File: src/core/cmc_pkg.sv
// Shared constants and types of the CAN mode control unit.
// Assumes a 40 MHz core clock and an AXI4-Lite master with 32-bit data.
package cmc_pkg;

  // Register byte addresses
  localparam logic [11:0] ADDR_MODE_CTRL = 12'h000;
  localparam logic [11:0] ADDR_NETFILT   = 12'h004;
  localparam logic [11:0] ADDR_INTCODE   = 12'h008;
  localparam logic [11:0] ADDR_TIMING2   = 12'h00C;

  // Field positions
  localparam int CTRL_STOPIDLE_BIT = 13;
  localparam int CTRL_ABORT_BIT    = 12;
  localparam int CTRL_REQ_LSB      = 8;
  localparam int CTRL_STAT_LSB     = 5;
  localparam int CTRL_CAPTURE_BIT  = 3;
  localparam int CTRL_WINDOW_BIT   = 0;
  localparam int TIM2_WAKEFIL_BIT  = 14;
  localparam int VEC_HIT_LSB       = 8;

  typedef enum logic [2:0] {
    MODE_NORMAL      = 3'h0,
    MODE_DISABLE     = 3'h1,
    MODE_LOOPBACK    = 3'h2,
    MODE_LISTEN_ONLY = 3'h3,
    MODE_CONFIG      = 3'h4,
    MODE_RSV5        = 3'h5,
    MODE_RSV6        = 3'h6,
    MODE_LISTEN_ALL  = 3'h7
  } cmc_mode_e;

  typedef enum logic {
    SW_STEADY = 1'b0,
    SW_WAIT   = 1'b1
  } cmc_switch_e;

  // Reset values and interrupt codes
  localparam cmc_mode_e  MODE_RESET    = MODE_CONFIG;
  localparam logic [6:0] ICODE_NONE    = 7'h40;
  localparam logic [6:0] ICODE_ERROR   = 7'h41;
  localparam logic [6:0] ICODE_WAKE    = 7'h42;
  localparam logic [6:0] ICODE_OVERRUN = 7'h43;
  localparam logic [6:0] ICODE_FIFO    = 7'h44;

  localparam logic [4:0] NETCNT_MAX    = 5'h11;
  localparam logic [4:0] FILTER_MAX    = 5'h0F;
  localparam logic [3:0] IDLE_BITS     = 4'hB;

  // Bus responses
  localparam logic [1:0] RESP_OKAY   = 2'h0;
  localparam logic [1:0] RESP_SLVERR = 2'h2;
  localparam logic [1:0] RESP_DECERR = 2'h3;

  // Wake-up low-pass filter: least dominant time that counts as activity
  localparam int CLK_PERIOD_NS  = 25;
  localparam int WAKE_FILTER_NS = 250;
  localparam logic [7:0] WAKE_FILTER_CYCLES =
    8'((WAKE_FILTER_NS + CLK_PERIOD_NS - 1) / CLK_PERIOD_NS);

endpackage : cmc_pkg

File: src/core/cmc_watch_if.sv
// Bundle between the mode controller and the bus receive watcher.
// Assumes both ends run on core_clk.
`timescale 1ns/1ps
`default_nettype none
interface cmc_watch_if;
  logic rxLevel;
  logic busIdle;
  logic wakeEvent;
  logic filterEn;
  logic bitTick;

  modport watch (input filterEn, input bitTick, output rxLevel, output busIdle, output wakeEvent);
  modport ctrl  (output filterEn, output bitTick, input rxLevel, input busIdle, input wakeEvent);
endinterface : cmc_watch_if
`default_nettype wire

File: src/core/cmc_bus_watch.sv
// Receive pin synchroniser, bus idle detector and wake-up filter.
// Assumes bitTick is a one-cycle pulse per nominal bit from bit timing.
`timescale 1ns/1ps
`default_nettype none
module cmc_bus_watch
  import cmc_pkg::*;
(
  input  wire logic   core_clk,
  input  wire logic   arst_n,
  input  wire logic   clk_en,
  input  wire logic   rxPin,
  cmc_watch_if.watch  w
);

  logic       rxMeta;
  logic       rxS2;
  logic       rxS3;
  logic       rxLevel;
  logic [3:0] idleCount;
  logic [7:0] lowCount;
  logic       dominant;
  logic       dominantQ;
  logic       wakeEvent;

  // Three-stage synchroniser, change accepted once stages two and three agree
  always_ff @(posedge core_clk or negedge arst_n)
  begin
    if (!arst_n)
    begin
      rxMeta  <= 1'b1;
      rxS2    <= 1'b1;
      rxS3    <= 1'b1;
      rxLevel <= 1'b1;
    end
    else if (clk_en)
    begin
      rxMeta <= rxPin;
      rxS2   <= rxMeta;
      rxS3   <= rxS2;
      if (rxS2 == rxS3)
        rxLevel <= rxS3;
    end
  end

  // Consecutive recessive bit counter
  always_ff @(posedge core_clk or negedge arst_n)
  begin
    if (!arst_n)
      idleCount <= 4'h0;
    else if (clk_en && w.bitTick)
    begin
      if (!rxLevel)
        idleCount <= 4'h0;
      else if (idleCount < IDLE_BITS)
        idleCount <= idleCount + 4'h1;
    end
  end

  // Low-pass filter on dominant level while asleep
  always_ff @(posedge core_clk or negedge arst_n)
  begin
    if (!arst_n)
      lowCount <= 8'h00;
    else if (clk_en)
    begin
      if (rxLevel)
        lowCount <= 8'h00;
      else if (lowCount < WAKE_FILTER_CYCLES)
        lowCount <= lowCount + 8'h01;
    end
  end

  assign dominant = w.filterEn ? (lowCount == WAKE_FILTER_CYCLES) : !rxLevel;

  always_ff @(posedge core_clk or negedge arst_n)
  begin
    if (!arst_n)
    begin
      dominantQ <= 1'b0;
      wakeEvent <= 1'b0;
    end
    else if (clk_en)
    begin
      dominantQ <= dominant;
      wakeEvent <= dominant && !dominantQ;
    end
  end

  assign w.rxLevel   = rxLevel;
  assign w.busIdle   = (idleCount == IDLE_BITS);
  assign w.wakeEvent = wakeEvent;

endmodule : cmc_bus_watch
`default_nettype wire

File: src/core/cmc_mode_control_unit.sv
// Mode controller and control/status registers of a CAN controller.
// Assumes an AXI4-Lite master, a frame engine and buffers on core_clk.
`timescale 1ns/1ps
`default_nettype none
module cmc_mode_control_unit
  import cmc_pkg::*;
(
  input  wire logic        core_clk,
  input  wire logic        arst_n,
  input  wire logic        clk_en,
  input  wire logic [11:0] s_axi_awaddr,
  input  wire logic [2:0]  s_axi_awprot,
  input  wire logic        s_axi_awvalid,
  output logic             s_axi_awready,
  input  wire logic [31:0] s_axi_wdata,
  input  wire logic [3:0]  s_axi_wstrb,
  input  wire logic        s_axi_wvalid,
  output logic             s_axi_wready,
  output logic [1:0]       s_axi_bresp,
  output logic             s_axi_bvalid,
  input  wire logic        s_axi_bready,
  input  wire logic [11:0] s_axi_araddr,
  input  wire logic [2:0]  s_axi_arprot,
  input  wire logic        s_axi_arvalid,
  output logic             s_axi_arready,
  output logic [31:0]      s_axi_rdata,
  output logic [1:0]       s_axi_rresp,
  output logic             s_axi_rvalid,
  input  wire logic        s_axi_rready,
  input  wire logic        rxPin,
  output logic             txPinOut,
  output logic             txPinOe_n,
  output logic             rxPinOwned,
  input  wire logic        bitTick,
  input  wire logic        cpuIdle,
  input  wire logic        cpuSleep,
  input  wire logic        engineTx,
  output logic             engineRx,
  input  wire logic        txBusy,
  input  wire logic        txPending,
  input  wire logic        allAborted,
  input  wire logic        msgReceived,
  input  wire logic [4:0]  filterHit,
  input  wire logic        filterHitValid,
  input  wire logic [15:0] bufIrq,
  input  wire logic        errIrq,
  input  wire logic        wakeIrq,
  input  wire logic        ovfIrq,
  input  wire logic        fifoIrq,
  output logic             txEnable,
  output logic             rxEnable,
  output logic             ackEnable,
  output logic             errCountEnable,
  output logic             errCountClear,
  output logic             listenAll,
  output logic             txStartAllow,
  output logic             txAbortWaiting,
  output logic             abortAll,
  output logic             moduleHalt,
  output logic             captureEvent,
  output logic             windowSelect,
  output logic             wakeupEvent,
  output logic [4:0]       netFilterBits,
  output logic             netFilterValid,
  output logic             cfgWriteEnable
);

  cmc_watch_if watch ();

  cmc_switch_e swState;
  cmc_mode_e   opMode;
  logic [2:0]  reqMode;
  logic        stopInIdle;
  logic        captureEn;
  logic        wakeFilterEn;
  logic [4:0]  netCount;
  logic [4:0]  filterHitNum;
  logic [6:0]  intCode;
  logic [6:0]  next_intCode;
  logic        idleSinceEntry;
  logic        reqValid;
  logic        wantSwitch;
  logic        enterOk;
  logic        inConfig;
  logic        sleeping;
  logic        wrFire;
  logic        rdFire;
  logic [1:0]  wrResp;
  logic [15:0] wrData;
  logic [15:0] ctrlRead;
  logic [15:0] rdWord;
  logic [1:0]  rdResp;

  cmc_bus_watch u_watch (
    .core_clk (core_clk),
    .arst_n   (arst_n),
    .clk_en   (clk_en),
    .rxPin    (rxPin),
    .w        (watch.watch)
  );

  assign inConfig       = (opMode == MODE_CONFIG);
  assign sleeping       = cpuSleep || (opMode == MODE_DISABLE);
  assign watch.filterEn = wakeFilterEn && sleeping;
  assign watch.bitTick  = bitTick;

  // Mode request handling
  assign reqValid   = (reqMode != MODE_RSV5) && (reqMode != MODE_RSV6);
  assign wantSwitch = reqValid && (reqMode != opMode);
  assign enterOk    = watch.busIdle && !((reqMode == MODE_CONFIG) && txBusy);

  always_ff @(posedge core_clk or negedge arst_n)
  begin
    if (!arst_n)
    begin
      swState <= SW_STEADY;
      opMode  <= MODE_RESET;
    end
    else if (clk_en && !moduleHalt)
    begin
      case (swState)
        SW_STEADY:
        begin
          if (wantSwitch)
            swState <= SW_WAIT;
        end
        SW_WAIT:
        begin
          if (!wantSwitch)
            swState <= SW_STEADY;
          else if (enterOk)
          begin
            opMode  <= cmc_mode_e'(reqMode);
            swState <= SW_STEADY;
          end
        end
        default:
          swState <= SW_STEADY;
      endcase
    end
  end

  // Error counters cleared on entry to configuration mode
  always_ff @(posedge core_clk or negedge arst_n)
  begin
    if (!arst_n)
      errCountClear <= 1'b0;
    else if (clk_en)
      errCountClear <= !moduleHalt && (swState == SW_WAIT) && wantSwitch && enterOk
                       && (reqMode == MODE_CONFIG);
  end

  // Idle seen since the latest mode entry gates the first transmission
  always_ff @(posedge core_clk or negedge arst_n)
  begin
    if (!arst_n)
      idleSinceEntry <= 1'b0;
    else if (clk_en)
    begin
      if (!moduleHalt && (swState == SW_WAIT) && wantSwitch && enterOk)
        idleSinceEntry <= 1'b0;
      else if (watch.busIdle)
        idleSinceEntry <= 1'b1;
    end
  end

  assign txStartAllow = txEnable && idleSinceEntry && !moduleHalt;

  always_ff @(posedge core_clk or negedge arst_n)
  begin
    if (!arst_n)
      txAbortWaiting <= 1'b0;
    else if (clk_en)
      txAbortWaiting <= txEnable && txPending && !idleSinceEntry
                        && (reqMode == MODE_DISABLE);
  end

  // Engine permissions per mode
  assign txEnable       = (opMode == MODE_NORMAL) || (opMode == MODE_LOOPBACK);
  assign rxEnable       = (opMode == MODE_NORMAL) || (opMode == MODE_LOOPBACK)
                          || (opMode == MODE_LISTEN_ONLY) || (opMode == MODE_LISTEN_ALL);
  assign ackEnable      = txEnable;
  assign errCountEnable = txEnable;
  assign listenAll      = (opMode == MODE_LISTEN_ALL);
  assign cfgWriteEnable = inConfig;

  // Pin ownership and loopback routing
  always_ff @(posedge core_clk or negedge arst_n)
  begin
    if (!arst_n)
    begin
      txPinOut   <= 1'b1;
      txPinOe_n  <= 1'b1;
      rxPinOwned <= 1'b0;
      engineRx   <= 1'b1;
    end
    else if (clk_en)
    begin
      txPinOut   <= (opMode == MODE_NORMAL) ? engineTx : 1'b1;
      txPinOe_n  <= (opMode != MODE_NORMAL);
      rxPinOwned <= (opMode == MODE_NORMAL) || (opMode == MODE_LISTEN_ONLY)
                    || (opMode == MODE_LISTEN_ALL);
      if (opMode == MODE_LOOPBACK)
        engineRx <= engineTx;
      else if (rxEnable)
        engineRx <= watch.rxLevel;
      else
        engineRx <= 1'b1;
    end
  end

  // Halt, capture and wake-up events
  always_ff @(posedge core_clk or negedge arst_n)
  begin
    if (!arst_n)
    begin
      moduleHalt   <= 1'b0;
      captureEvent <= 1'b0;
      wakeupEvent  <= 1'b0;
    end
    else if (clk_en)
    begin
      moduleHalt   <= stopInIdle && cpuIdle;
      captureEvent <= captureEn && msgReceived;
      wakeupEvent  <= watch.wakeEvent && sleeping;
    end
  end

  // Network address filter count
  assign netFilterBits  = netCount;
  assign netFilterValid = (netCount <= NETCNT_MAX);

  // Filter hit capture
  always_ff @(posedge core_clk or negedge arst_n)
  begin
    if (!arst_n)
      filterHitNum <= 5'h00;
    else if (clk_en && filterHitValid && (filterHit <= FILTER_MAX))
      filterHitNum <= filterHit;
  end

  // Interrupt code: error, wake-up, buffers 0..15, overflow, FIFO
  always_comb
  begin
    next_intCode = ICODE_NONE;
    if (errIrq)
      next_intCode = ICODE_ERROR;
    else if (wakeIrq)
      next_intCode = ICODE_WAKE;
    else if (|bufIrq)
    begin
      for (int i = 15; i >= 0; i--)
      begin
        if (bufIrq[i])
          next_intCode = 7'(i);
      end
    end
    else if (ovfIrq)
      next_intCode = ICODE_OVERRUN;
    else if (fifoIrq)
      next_intCode = ICODE_FIFO;
  end

  always_ff @(posedge core_clk or negedge arst_n)
  begin
    if (!arst_n)
      intCode <= ICODE_NONE;
    else if (clk_en)
      intCode <= next_intCode;
  end

  // AXI4-Lite write channel: address and data taken together
  assign s_axi_awready = s_axi_wvalid && !s_axi_bvalid && clk_en;
  assign s_axi_wready  = s_axi_awvalid && !s_axi_bvalid && clk_en;
  assign wrFire        = s_axi_awvalid && s_axi_wvalid && !s_axi_bvalid && clk_en;
  assign wrData        = s_axi_wdata[15:0];

  always_comb
  begin
    case (s_axi_awaddr)
      ADDR_MODE_CTRL: wrResp = RESP_OKAY;
      ADDR_NETFILT:   wrResp = inConfig ? RESP_OKAY : RESP_SLVERR;
      ADDR_TIMING2:   wrResp = inConfig ? RESP_OKAY : RESP_SLVERR;
      ADDR_INTCODE:   wrResp = RESP_SLVERR;
      default:        wrResp = RESP_DECERR;
    endcase
  end

  always_ff @(posedge core_clk or negedge arst_n)
  begin
    if (!arst_n)
    begin
      s_axi_bvalid <= 1'b0;
      s_axi_bresp  <= RESP_OKAY;
    end
    else if (clk_en)
    begin
      if (wrFire)
      begin
        s_axi_bvalid <= 1'b1;
        s_axi_bresp  <= wrResp;
      end
      else if (s_axi_bready)
        s_axi_bvalid <= 1'b0;
    end
  end

  // Control register fields
  always_ff @(posedge core_clk or negedge arst_n)
  begin
    if (!arst_n)
    begin
      reqMode      <= MODE_RESET;
      stopInIdle   <= 1'b0;
      captureEn    <= 1'b0;
      windowSelect <= 1'b0;
      netCount     <= 5'h00;
      wakeFilterEn <= 1'b0;
    end
    else if (wrFire)
    begin
      if (s_axi_awaddr == ADDR_MODE_CTRL)
      begin
        if (s_axi_wstrb[1])
          reqMode <= wrData[CTRL_REQ_LSB +: 3];
        if (s_axi_wstrb[1] && inConfig)
          stopInIdle <= wrData[CTRL_STOPIDLE_BIT];
        if (s_axi_wstrb[0] && inConfig)
          captureEn <= wrData[CTRL_CAPTURE_BIT];
        if (s_axi_wstrb[0])
          windowSelect <= wrData[CTRL_WINDOW_BIT];
      end
      if ((s_axi_awaddr == ADDR_NETFILT) && inConfig && s_axi_wstrb[0])
        netCount <= wrData[4:0];
      if ((s_axi_awaddr == ADDR_TIMING2) && inConfig && s_axi_wstrb[1])
        wakeFilterEn <= wrData[TIM2_WAKEFIL_BIT];
    end
  end

  // Abort-all: a software set in the same cycle wins over the self-clear
  always_ff @(posedge core_clk or negedge arst_n)
  begin
    if (!arst_n)
      abortAll <= 1'b0;
    else if (clk_en)
    begin
      if (wrFire && (s_axi_awaddr == ADDR_MODE_CTRL) && s_axi_wstrb[1]
          && wrData[CTRL_ABORT_BIT])
        abortAll <= 1'b1;
      else if (allAborted)
        abortAll <= 1'b0;
    end
  end

  // AXI4-Lite read channel
  assign s_axi_arready = !s_axi_rvalid && clk_en;
  assign rdFire        = s_axi_arvalid && !s_axi_rvalid && clk_en;

  always_comb
  begin
    ctrlRead                        = 16'h0000;
    ctrlRead[CTRL_STOPIDLE_BIT]     = stopInIdle;
    ctrlRead[CTRL_ABORT_BIT]        = abortAll;
    ctrlRead[CTRL_REQ_LSB +: 3]     = reqMode;
    ctrlRead[CTRL_STAT_LSB +: 3]    = opMode;
    ctrlRead[CTRL_CAPTURE_BIT]      = captureEn;
    ctrlRead[CTRL_WINDOW_BIT]       = windowSelect;
    rdResp                          = RESP_OKAY;
    case (s_axi_araddr)
      ADDR_MODE_CTRL: rdWord = ctrlRead;
      ADDR_NETFILT:   rdWord = {11'h000, netCount};
      ADDR_INTCODE:   rdWord = {3'h0, filterHitNum, 1'b0, intCode};
      ADDR_TIMING2:   rdWord = {1'b0, wakeFilterEn, 14'h0000};
      default:
      begin
        rdWord = 16'h0000;
        rdResp = RESP_DECERR;
      end
    endcase
  end

  always_ff @(posedge core_clk or negedge arst_n)
  begin
    if (!arst_n)
    begin
      s_axi_rvalid <= 1'b0;
      s_axi_rdata  <= 32'h0000_0000;
      s_axi_rresp  <= RESP_OKAY;
    end
    else if (clk_en)
    begin
      if (rdFire)
      begin
        s_axi_rvalid <= 1'b1;
        s_axi_rdata  <= {16'h0000, rdWord};
        s_axi_rresp  <= rdResp;
      end
      else if (s_axi_rready)
        s_axi_rvalid <= 1'b0;
    end
  end

endmodule : cmc_mode_control_unit
`default_nettype wire

File: config.mk
export PLATFORM = sky130hd
export DESIGN_NAME = cmc_mode_control_unit
export DESIGN_NICKNAME = d
export VERILOG_FILES = /design/src/core/cmc_pkg.sv /design/src/core/cmc_watch_if.sv /design/src/core/cmc_bus_watch.sv /design/src/core/cmc_mode_control_unit.sv
export SDC_FILE = /design/constraint.sdc
export NUM_CORES = 1
export LEC_CHECK = 0
export ABC_AREA = 0
export BUFFER_PORTS_ARGS = -buffer_cell sky130_fd_sc_hd__buf_4
export CORE_MARGIN = 1
export CORE_UTILIZATION = 47
export CTS_CLUSTER_DIAMETER = 50
export DETAILED_ROUTE_END_ITERATION = 7
export PLACE_DENSITY = 0.85
export REMOVE_ABC_BUFFERS = 1
export SYNTH_ARGS = -nofsm -noshare
export SYNTH_HDL_FRONTEND = slang
export SYNTH_SLANG_ARGS = --single-unit
File: constraint.sdc
create_clock -name core_clk -period 2.5 [get_ports core_clk]
set_clock_uncertainty 0.05 [all_clocks]
set_input_delay 0.25 -clock core_clk [delete_from_list [all_inputs] [get_ports core_clk]]
set_output_delay 0.25 -clock core_clk [all_outputs]
set_load 0.03 [all_outputs]
==> out/metrics.cfg, run 1 <==
[sta]
max_freq_mhz = 474
layout_worst_path_cycle_share = 0.844
fin_hold_ws_ps = -6.86
period_needed_ps = 2110
setup_violations = 0
report.final.slew_viol_count = 0
finalSetupTns_ps = 0
relSlewSlack = 0.383
hold_viol_final = 1
tightest_slew_ps = 925
grt_setup_unrepaired = false

[synth]
syn_area_um2 = 3860
synth_flop_cell = dfrtp_1
synth_top_area_cell = dfrtp_1
synthArstFlopShare = 1.00
synth.most_common_cell = dfrtp_1
yosysUniqueCellTypes = 58
ys.warnings.count = 0
synth_edf_count = 0
ys_ff_latch = 75
syn_inst = 386
yosysSeqAreaShare = 0.489
syn_avg_cell_area_um2 = 10.0
post-synth-top-area-fraction = 0.421
netlist_top_cells_count = dfrtp_1, nand2_1, nor2_1
synth_area_leaders = dfrtp_1, dfstp_2, mux2_2

[die]
rows = 32
initial_core_util = 0.492
die_w_um = 92.6
die_area_um2 = 8580
coreArea_um2 = 7850
io_pins = 174
dieHeight_um = 92.6

[power_and_ir_drop]
comb_power_share = 0.178
leakage_nw = 2.41
power.density_nw_per_um2 = 542
switchingPower_uw = 797
clkPwrFrac = 0.303
switching_share = 0.297
power_frac_seq = 0.519
p_int_mw = 1.89
ir_drop_v = 0.000295

[clocking]
clkTransAtPathRegs_ps = 90
cts_buffers = 9
clk_latency_ps = 340
cts_max_level = 3
cts.hold.buffers_added = 0
root_buffer = clkbuf_8
cts.repair.resized = 0
cts_tree = built
cts_sinks = 75
cts_buffer_depth = 2
cts_setup_buffers = 0

[cells_and_area]
drive_above_1_share = 0.364
post-route-util = 0.633
antennaDiodeCount = 0
area_growth_pct = 28.7
nNetsFinal = 618

[global_route]
grt_use_total = 0.215
grt_max_degree = 76
grt_first_pass_wirelength_mm = 14.4
first_global_vias = 2993
antenna_found_initial = 0
grt_overflow = 0

[detailed_routing]
avgRoutedWirePerCell_um = 14.5
num_vias = 3284
postRouteAntennaNets = 0
wl_met3_um = 407
wl_met1_mm = 4.08
first_pass_iters = 4
vias_per_cell = 5.36
finalWirelength_mm = 8.88
route.met2.wl_mm = 4.31
top_layer_used = met4
drc_errors = 0
drt_iter0_markers = 158

[worst_setup_path]
startpoint_type = register
arrival_ps = 2280
crit_type = register to register
r2r_end = netFilterBits[0]$_DFFE_PN0P_
r2r-start = opMode[2]$_DFFE_PN1P_
critPathRequiredTime_ps = 2670
endpoint_kind = register
rrSetupSlack_ps = 390
r2r_cells = 4
cp_max_fo = 8

[status]
status = finished with violations
violations = negative hold slack

[flow_run]
maxCapViolCount = 0

[placed_design]
port_buffers = 127
routabilityCongestion = 0.798
hpwl_mm = 6.69

[min_path]
hold_path.class = input port to async pin

==> area by class of cell <==
type                            instances  area (µm²)
Clock inverter                          7        42.5
Multi-Input combinational cell        272        1740
Tap cell                              102         128
Timing Repair Buffer                  131         983
Sequential cell                        75        1890
Fill cell                             644        2880
Clock buffer                            9         124
Inverter                               17        63.8
==> metrics by stage <==
stage	cell area (µm²)	total power, mW	worst slack [ps]	hold slack (ps)	cells
floorplan	3690	1.66	349	-95.6	364
global placement	4800	1.88	467	395	597
detailed placement	4800	1.90	437	402	597
CTS	4970	2.70	417	29.9	613
global route	4970	2.84	313	56.4	613
finish	4970	2.69	390	-6.86	613
==> layout by cell type (no fill, tap or decap), types with 3 or more instances in the layout <==
master,n
nor3_1,4
a22o_1,5
nand3_1,8
nand2_1,45
o21ai_0,16
nor3b_1,3
mux2i_1,3
buf_4,131
and2_1,6
ha_1,3
dfrtp_1,65
clkinv_2,5
nand2b_1,5
nand3b_1,6
dfstp_2,10
a22oi_1,5
mux2_2,21
conb_1,17
inv_1,17
nand4_1,5
o31ai_1,7
nor2_1,28
a21oi_1,16
a211oi_1,3
nor2b_1,7
clkbuf_8,9
nor4_1,11
mux2_1,5
a21o_1,3
or2_2,3
==> registers in the layout, indices dropped and copies added (netlist names), 2 cells and up <==
register	count
netFilterBits	5
reqMode	3
filterHitNum	5
opMode	3
intCode	5
u_watch.idleCount	4
u_watch.lowCount	8
s_axi_rdata	15
s_axi_bresp	2
==> per-layer routing <==
layer  up-vias  GRT usage
li1       1582          -
met1      1579      0.294
met2       115      0.352
met3         8     0.0402
met4         0     0.0564
met5         -          0
==> how the worst max path moves through the flow <==
| stage | slack, ps | from | cells after the start | end |
|---|---|---|---|---|
| 6_report | 390 | opMode[2]$_DFFE_PN1P_ | 4 | netFilterBits[0]$_DFFE_PN0P_ |
| 5_1_grt | 310 | opMode[2]$_DFFE_PN1P_ | 4 | netFilterBits[0]$_DFFE_PN0P_ |
| 4_1_cts | 420 | opMode[2]$_DFFE_PN1P_ | 4 | netFilterBits[0]$_DFFE_PN0P_ |
| 3_5_place_dp | 440 | opMode[2]$_DFFE_PN1P_ | 4 | netFilterBits[3]$_DFFE_PN0P_ |
| 3_3_place_gp | 470 | opMode[2]$_DFFE_PN1P_ | 4 | netFilterBits[2]$_DFFE_PN0P_ |
| 2_1_floorplan | 350 | opMode[2]$_DFFE_PN1P_ | 4 | netFilterBits[0]$_DFFE_PN0P_ |
==> critical path, cell delays in order, from the launching register on <==
cell and delay [ps]:
dfstp_2 600, nor3b_2 410, and2_1 230, and4b_1 350
mux2_1 340
==> cells by family (layout without fill, tap and decap cells) <==
family / after synthesis / count (layout) / share of synthesized area
AO/OA/AOI/OAI: 74 / 74 / 0.130
flip-flops: 75 / 75 / 0.489
AND/OR/NAND/NOR: 148 / 148 / 0.208
other: 1 / 17 / 0.000972
multiplexers: 29 / 29 / 0.0836
XOR/XNOR: 1 / 1 / 0.00227
buffers and inverters: 55 / 164 / 0.0765
adder cells (fa/ha/maj): 3 / 3 / 0.00973
==> power by group through the flow <==
stage / Sequential [mW] / Clock [mW] / Combinational [mW]
finish: 1.40 / 0.814 / 0.478
global route: 1.41 / 0.894 / 0.534
CTS: 1.40 / 0.826 / 0.482
detailed placement: 1.42 / 0 / 0.481
global placement: 1.41 / 0 / 0.463
floorplan: 1.43 / 0 / 0.234
Power figures use the tool's default switching activity.
==> run 2: changes to the inputs <==
Settings changed: CORE_UTILIZATION 47 to 43, PLACE_DENSITY 0.85 to 0.82.
Clock period 2.5 ns to 1.75 ns, I/O delays scaled along.
==> run 2 against run 1 <==
Compared with the run above: the run ends with negative setup slack left; design area rose by 13%; clock-buffer cell count did not move; sequential power up 42%; total power rose by 61%; critical path depth rose by 1; routed wire length rose by 13%; sequential share of layout area decreased by 4.2 points; fmax up 17%; register-to-register slack got worse by 450 ps; core utilization is 0.84 points higher; final cell count grew 8.2%; critical path type unchanged; largest power group unchanged.
==> out/metrics.cfg, run 2 (synthesis results as in run 1) <==
[status]
status = finished with violations
violations = negative setup slack

[detailed_routing]
num_vias = 3479
avgRoutedWirePerCell_um = 15.1
drt_iter0_markers = 114
postRouteAntennaNets = 0
drc_errors = 0
vias_per_cell = 5.25
finalWirelength_mm = 10.0
first_pass_iters = 4

[min_path]
hold_path.class = input port to register
hold_path_depth = 2

[worst_setup_path]
r2r_cells = 5
crit_type = register to register
arrival_ps = 1980
cp_max_fo = 5
startpoint_type = register
critPathRequiredTime_ps = 1920
endpoint_kind = register

[clocking]
cts_buffers = 9
cts_max_level = 3
cts_tree = built
clk_latency_ps = 340
cts_buffer_depth = 2
cts_sinks = 75
root_buffer = clkbuf_8
clkTransAtPathRegs_ps = 80

[power_and_ir_drop]
switching_share = 0.267
power_frac_seq = 0.458
ir_drop_v = 0.000441
p_int_mw = 3.18
clkPwrFrac = 0.367
comb_power_share = 0.176
power.density_nw_per_um2 = 776
switchingPower_mw = 1.16
leakage_nw = 2.70

[global_route]
grt_use_total = 0.209
grt_overflow = 0
first_global_vias = 3405
grt_max_degree = 48
grt_first_pass_wirelength_mm = 15.8
antenna_found_initial = 0

[die]
io_pins = 174
die_w_um = 96.7
die_area_um2 = 9360
coreArea_um2 = 8720
rows = 34
dieHeight_um = 96.7
initial_core_util = 0.443

[sta]
layout_worst_path_cycle_share = 1.03
finalSetupTns_ps = -321
max_freq_mhz = 553
layout_setup_ws_ps = -58.5
report.final.slew_viol_count = 0
setup_violations = 8
hold_viol_final = 0
grt_setup_unrepaired = true
period_needed_ps = 1810

[placed_design]
routabilityCongestion = 0.851
hpwl_mm = 7.12
place_area_um2 = 5060
port_buffers = 127

[cells_and_area]
reg.largest.list = s_axi_rdata x15, u_watch.lowCount x8
drive_above_1_share = 0.445
largest_reg_flops = 15
antennaDiodeCount = 0
layout_common_cells = buf_4, dfrtp_1, nand2_1
area_growth_pct = 44.9
design_area_um2 = 5590
nNetsFinal = 662
regMostFlops = s_axi_rdata
layout_commonest_cell = buf_4

[flow_run]
maxCapViolCount = 0

[run 2: cell types whose count changed in the layout (fill, tap and decap cells not counted), sizes merged]
cell,before,now
inv,18,17
dlygate4sd3,0,4
clkinvlp,0,1
buf,131,171
bufinv,0,3
clkinv,6,3
[run 2: repair_timing]
item                       in CTS  in global routing
hold buffers                    4                  0
resized for setup              20                 20
cloned                          0                  0
hold endpoints to repair       30                  0
setup buffers                   5                  7
setup endpoints to repair      15                 21
pin swaps                       3                  6
[run 2: layout make-up]
type	count	area [µm²]
Fill cell	679	3130
Sequential cell	75	1890
Multi-Input combinational cell	272	1890
Timing Repair Buffer	175	1370
Tap cell	108	135
Clock buffer	9	124
Clock inverter	7	116
Inverter	17	66.3
[run 2: power groups by stage]
stage	clock [mW]	combinational [mW]	sequential, mW
after CTS	1.63	0.749	1.98
after global placement	0	0.711	2.00
after global routing	1.70	0.837	2.00
after floorplan	0	0.334	2.04
after detailed placement	0	0.738	2.01
final	1.59	0.763	1.99
[run 2: critical path, stage by stage (launching register included)]
cell     delay (ps)
dfrtp_1         420
buf_4           150
nor3b_4         240
and2_4          190
and4b_2         310
mux2_1          340
[run 2: final timing paths]
path / start / to / slack [ps]
worst max-delay path: opMode[1]$_DFFE_PN0P_ / netFilterBits[3]$_DFFE_PN0P_ / -60
worst min-delay path: s_axi_wdata[2] / netFilterBits[2]$_DFFE_PN0P_ / 10
worst max register to register: opMode[1]$_DFFE_PN0P_ / netFilterBits[3]$_DFFE_PN0P_ / -60
worst min register to register: s_axi_rdata[14]$_DFFE_PN0P_ / s_axi_rdata[14]$_DFFE_PN0P_ / 430
max in group asynchronous: arst_n / intCode[6]$_DFFE_PN1P_ / 720
min in group asynchronous: arst_n / u_watch.lowCount[4]$_DFFE_PN0P_ / 300
[run 2: per-layer routing]
metal,routed length [µm],part of all wire,global-route usage,up-vias
met1,4260,0.43,0.274,1675
met3,505,0.050,0.0311,14
met5,0,0,0,-
met4,161,0.016,0.0758,0
met2,5080,0.51,0.351,125
li1,-,-,-,1665
[run 2: metrics by stage]
| step | cells | util | hold WS [ps] | setup WS, ps | total power [mW] |
|---|---|---|---|---|---|
| global placement | 633 | 0.580 | 106 | -69.9 | 2.71 |
| finish | 663 | 0.641 | 13.0 | -58.5 | 4.34 |
| detailed placement | 633 | 0.580 | 118 | -146 | 2.75 |
| CTS | 658 | 0.625 | 0.0577 | -26.6 | 4.36 |
| floorplan | 364 | - | -171 | -401 | 2.38 |
| global route | 663 | 0.641 | 7.06 | -124 | 4.54 |
==> run 3: changes to the inputs <==
Settings changed: PLACE_DENSITY 0.82 to 0.8.
==> run 3 against run 2 <==
Compared with the run above: the run still ends with negative setup slack left; sequential share of layout area is 0.62 points higher; global-route usage hardly changed; first-iteration DRC count is 14% higher; combinational power is 2% lower; sequential power hardly changed; non-clock buffer count is 4 lower; routed wire length is 3.7% lower; core utilization is 1.1 points lower; clock power is 6% lower; fmax hardly changed; critical path type unchanged; largest cell class unchanged; highest routed layer unchanged.
==> out/metrics.cfg, run 3 (synthesis results as in run 1) <==
[cells_and_area]
nNetsFinal = 658
reg.largest.list = s_axi_rdata x15, u_watch.lowCount x8
area_growth_pct = 42.3
drive_above_1_share = 0.437
fin_cells = 659
multi_input_area_um2 = 1820
antennaDiodeCount = 0
layout_common_cells = buf_4, dfrtp_1, nand2_1
ff_latch_area_um2 = 1890
post-route-util = 0.630
largest_reg_flops = 15
layout_commonest_cell = buf_4
nFillCells = 676
regMostFlops = s_axi_rdata

[detailed_routing]
avgRoutedWirePerCell_um = 14.6
finalWirelength_mm = 9.63
wl_met1_mm = 4.33
drc_errors = 0
wl_met3_um = 385
route.met2.wl_mm = 4.79
num_vias = 3396
first_pass_iters = 4
top_layer_used = met4
vias_per_cell = 5.15
drt_iter0_markers = 130
postRouteAntennaNets = 0

[global_route]
grt_first_pass_wirelength_mm = 15.8
antenna_found_initial = 0
grt_max_degree = 49
grt_use_total = 0.209
grt_overflow = 0
first_global_vias = 3260

[status]
violations = negative setup slack
status = finished with violations

[worst_setup_path]
cp_cell_sequence = nor3b_4 -> and2_4 -> and4b_2 -> mux2_1
slowest_delay_ps = 560
endpoint_kind = register
arrival_ps = 1980
startpoint_type = register
r2r_end = netFilterBits[3]$_DFFE_PN0P_
rrSetupSlack_ps = -60
cpMaxStageDelayCell = dfstp_2
r2r-start = opMode[2]$_DFFE_PN1P_
r2r_cells = 4
crit_path_start = opMode[2]$_DFFE_PN1P_
endpoint = netFilterBits[3]$_DFFE_PN0P_
crit_type = register to register
cp_max_fo = 5
critPathRequiredTime_ps = 1920

[sta]
fin_hold_ws_ps = 12.4
hold_viol_final = 0
tightest_slew_ps = 498
max_freq_mhz = 553
grt_setup_unrepaired = true
period_needed_ps = 1810
layout_worst_path_cycle_share = 1.03
relSlewSlack = 0.660
report.final.slew_viol_count = 0
setup_violations = 11
layout_setup_ws_ps = -59.5

[die]
rows = 34
initial_core_util = 0.443
die_area_um2 = 9360
dieHeight_um = 96.7
die_w_um = 96.7
io_pins = 174
coreArea_um2 = 8720

[min_path]
hold_path_depth = 2
hold_path.class = input port to register

[clocking]
clkTransAtPathRegs_ps = 90
clk_latency_ps = 340
cts_tree = built
cts_buffers = 9
cts_sinks = 75
root_buffer = clkbuf_8
cts_max_level = 3
cts_buffer_depth = 2

[power_and_ir_drop]
power.density_nw_per_um2 = 769
ir_drop_v = 0.000424
leakage_nw = 2.65
power_mw = 4.22

[placed_design]
dpl.cell_count = 635
routabilityCongestion = 0.844
port_buffers = 127
hpwl_mm = 7.06

[flow_run]
maxCapViolCount = 0

run 3: cell types whose count changed in the layout (fill, tap and decap cells not counted), sizes merged:
| cell | previous run | this run |
|---|---|---|
| clkinv | 3 | 2 |
| buf | 171 | 167 |
| bufinv | 3 | 2 |
| clkinvlp | 1 | 2 |
| clkbuf | 9 | 10 |
run 3: power breakdown:
part	switching (mW)	internal [mW]	total (mW)
sequential	0.111	1.87	1.98
clock	0.648	0.842	1.49
combinational	0.393	0.357	0.750
run 3: routing by layer:
layer,track usage,up-vias
met3,0.0311,13
met5,0,-
met2,0.346,114
met1,0.280,1611
met4,0.0723,0
li1,-,1658
run 3: worst min path at each step:
stage / startpoint / end / slack, ps
floorplan: arst_n / abortAll$_DFFE_PN0P_ / -170
global placement: arst_n / u_watch.idleCount[0]$_DFFE_PN0P_ / 60
finish: filterHit[0] / filterHitNum[0]$_DFFE_PN0P_ / 10
CTS: filterHit[3] / filterHitNum[3]$_DFFE_PN0P_ / 0.6
detailed placement: arst_n / u_watch.idleCount[0]$_DFFE_PN0P_ / 70
global route: s_axi_wdata[3] / netFilterBits[3]$_DFFE_PN0P_ / 8
run 3: final cells by class:
type | instances | area share
clock buffer | 10 | 0.0251
clock inverter | 6 | 0.0162
inverter | 17 | 0.0121
multi-input combinational | 272 | 0.331
sequential | 75 | 0.344
tap | 108 | 0.0246
timing repair buffer | 171 | 0.246
run 3: repair_timing:
item / 4_1_cts / 5_1_grt
pin swaps: 3 / 3
setup endpoints to repair: 15 / 21
buffers inserted: 3 / 1
gates resized for setup: 19 / 11
hold endpoints to repair: 28 / 2
hold buffers: 2 / 2
run 3: stage by stage:
step | setup slack (ps) | area [µm²] | setup TNS [ps]
6_report | -59.5 | 5490 | -358
5_1_grt | -118 | 5490 | -1160
4_1_cts | -56.8 | 5420 | -291
3_5_place_dp | -148 | 5070 | -1250
3_3_place_gp | -52.8 | 5070 | -329
2_1_floorplan | -401 | 3690 | -4240
run 3: worst max-delay path: cells and delay by family, from the launching register on:
family / cells / cell delay (ps)
AND/OR/NAND/NOR: 3 / 740
flip-flops: 1 / 560
multiplexers: 1 / 340
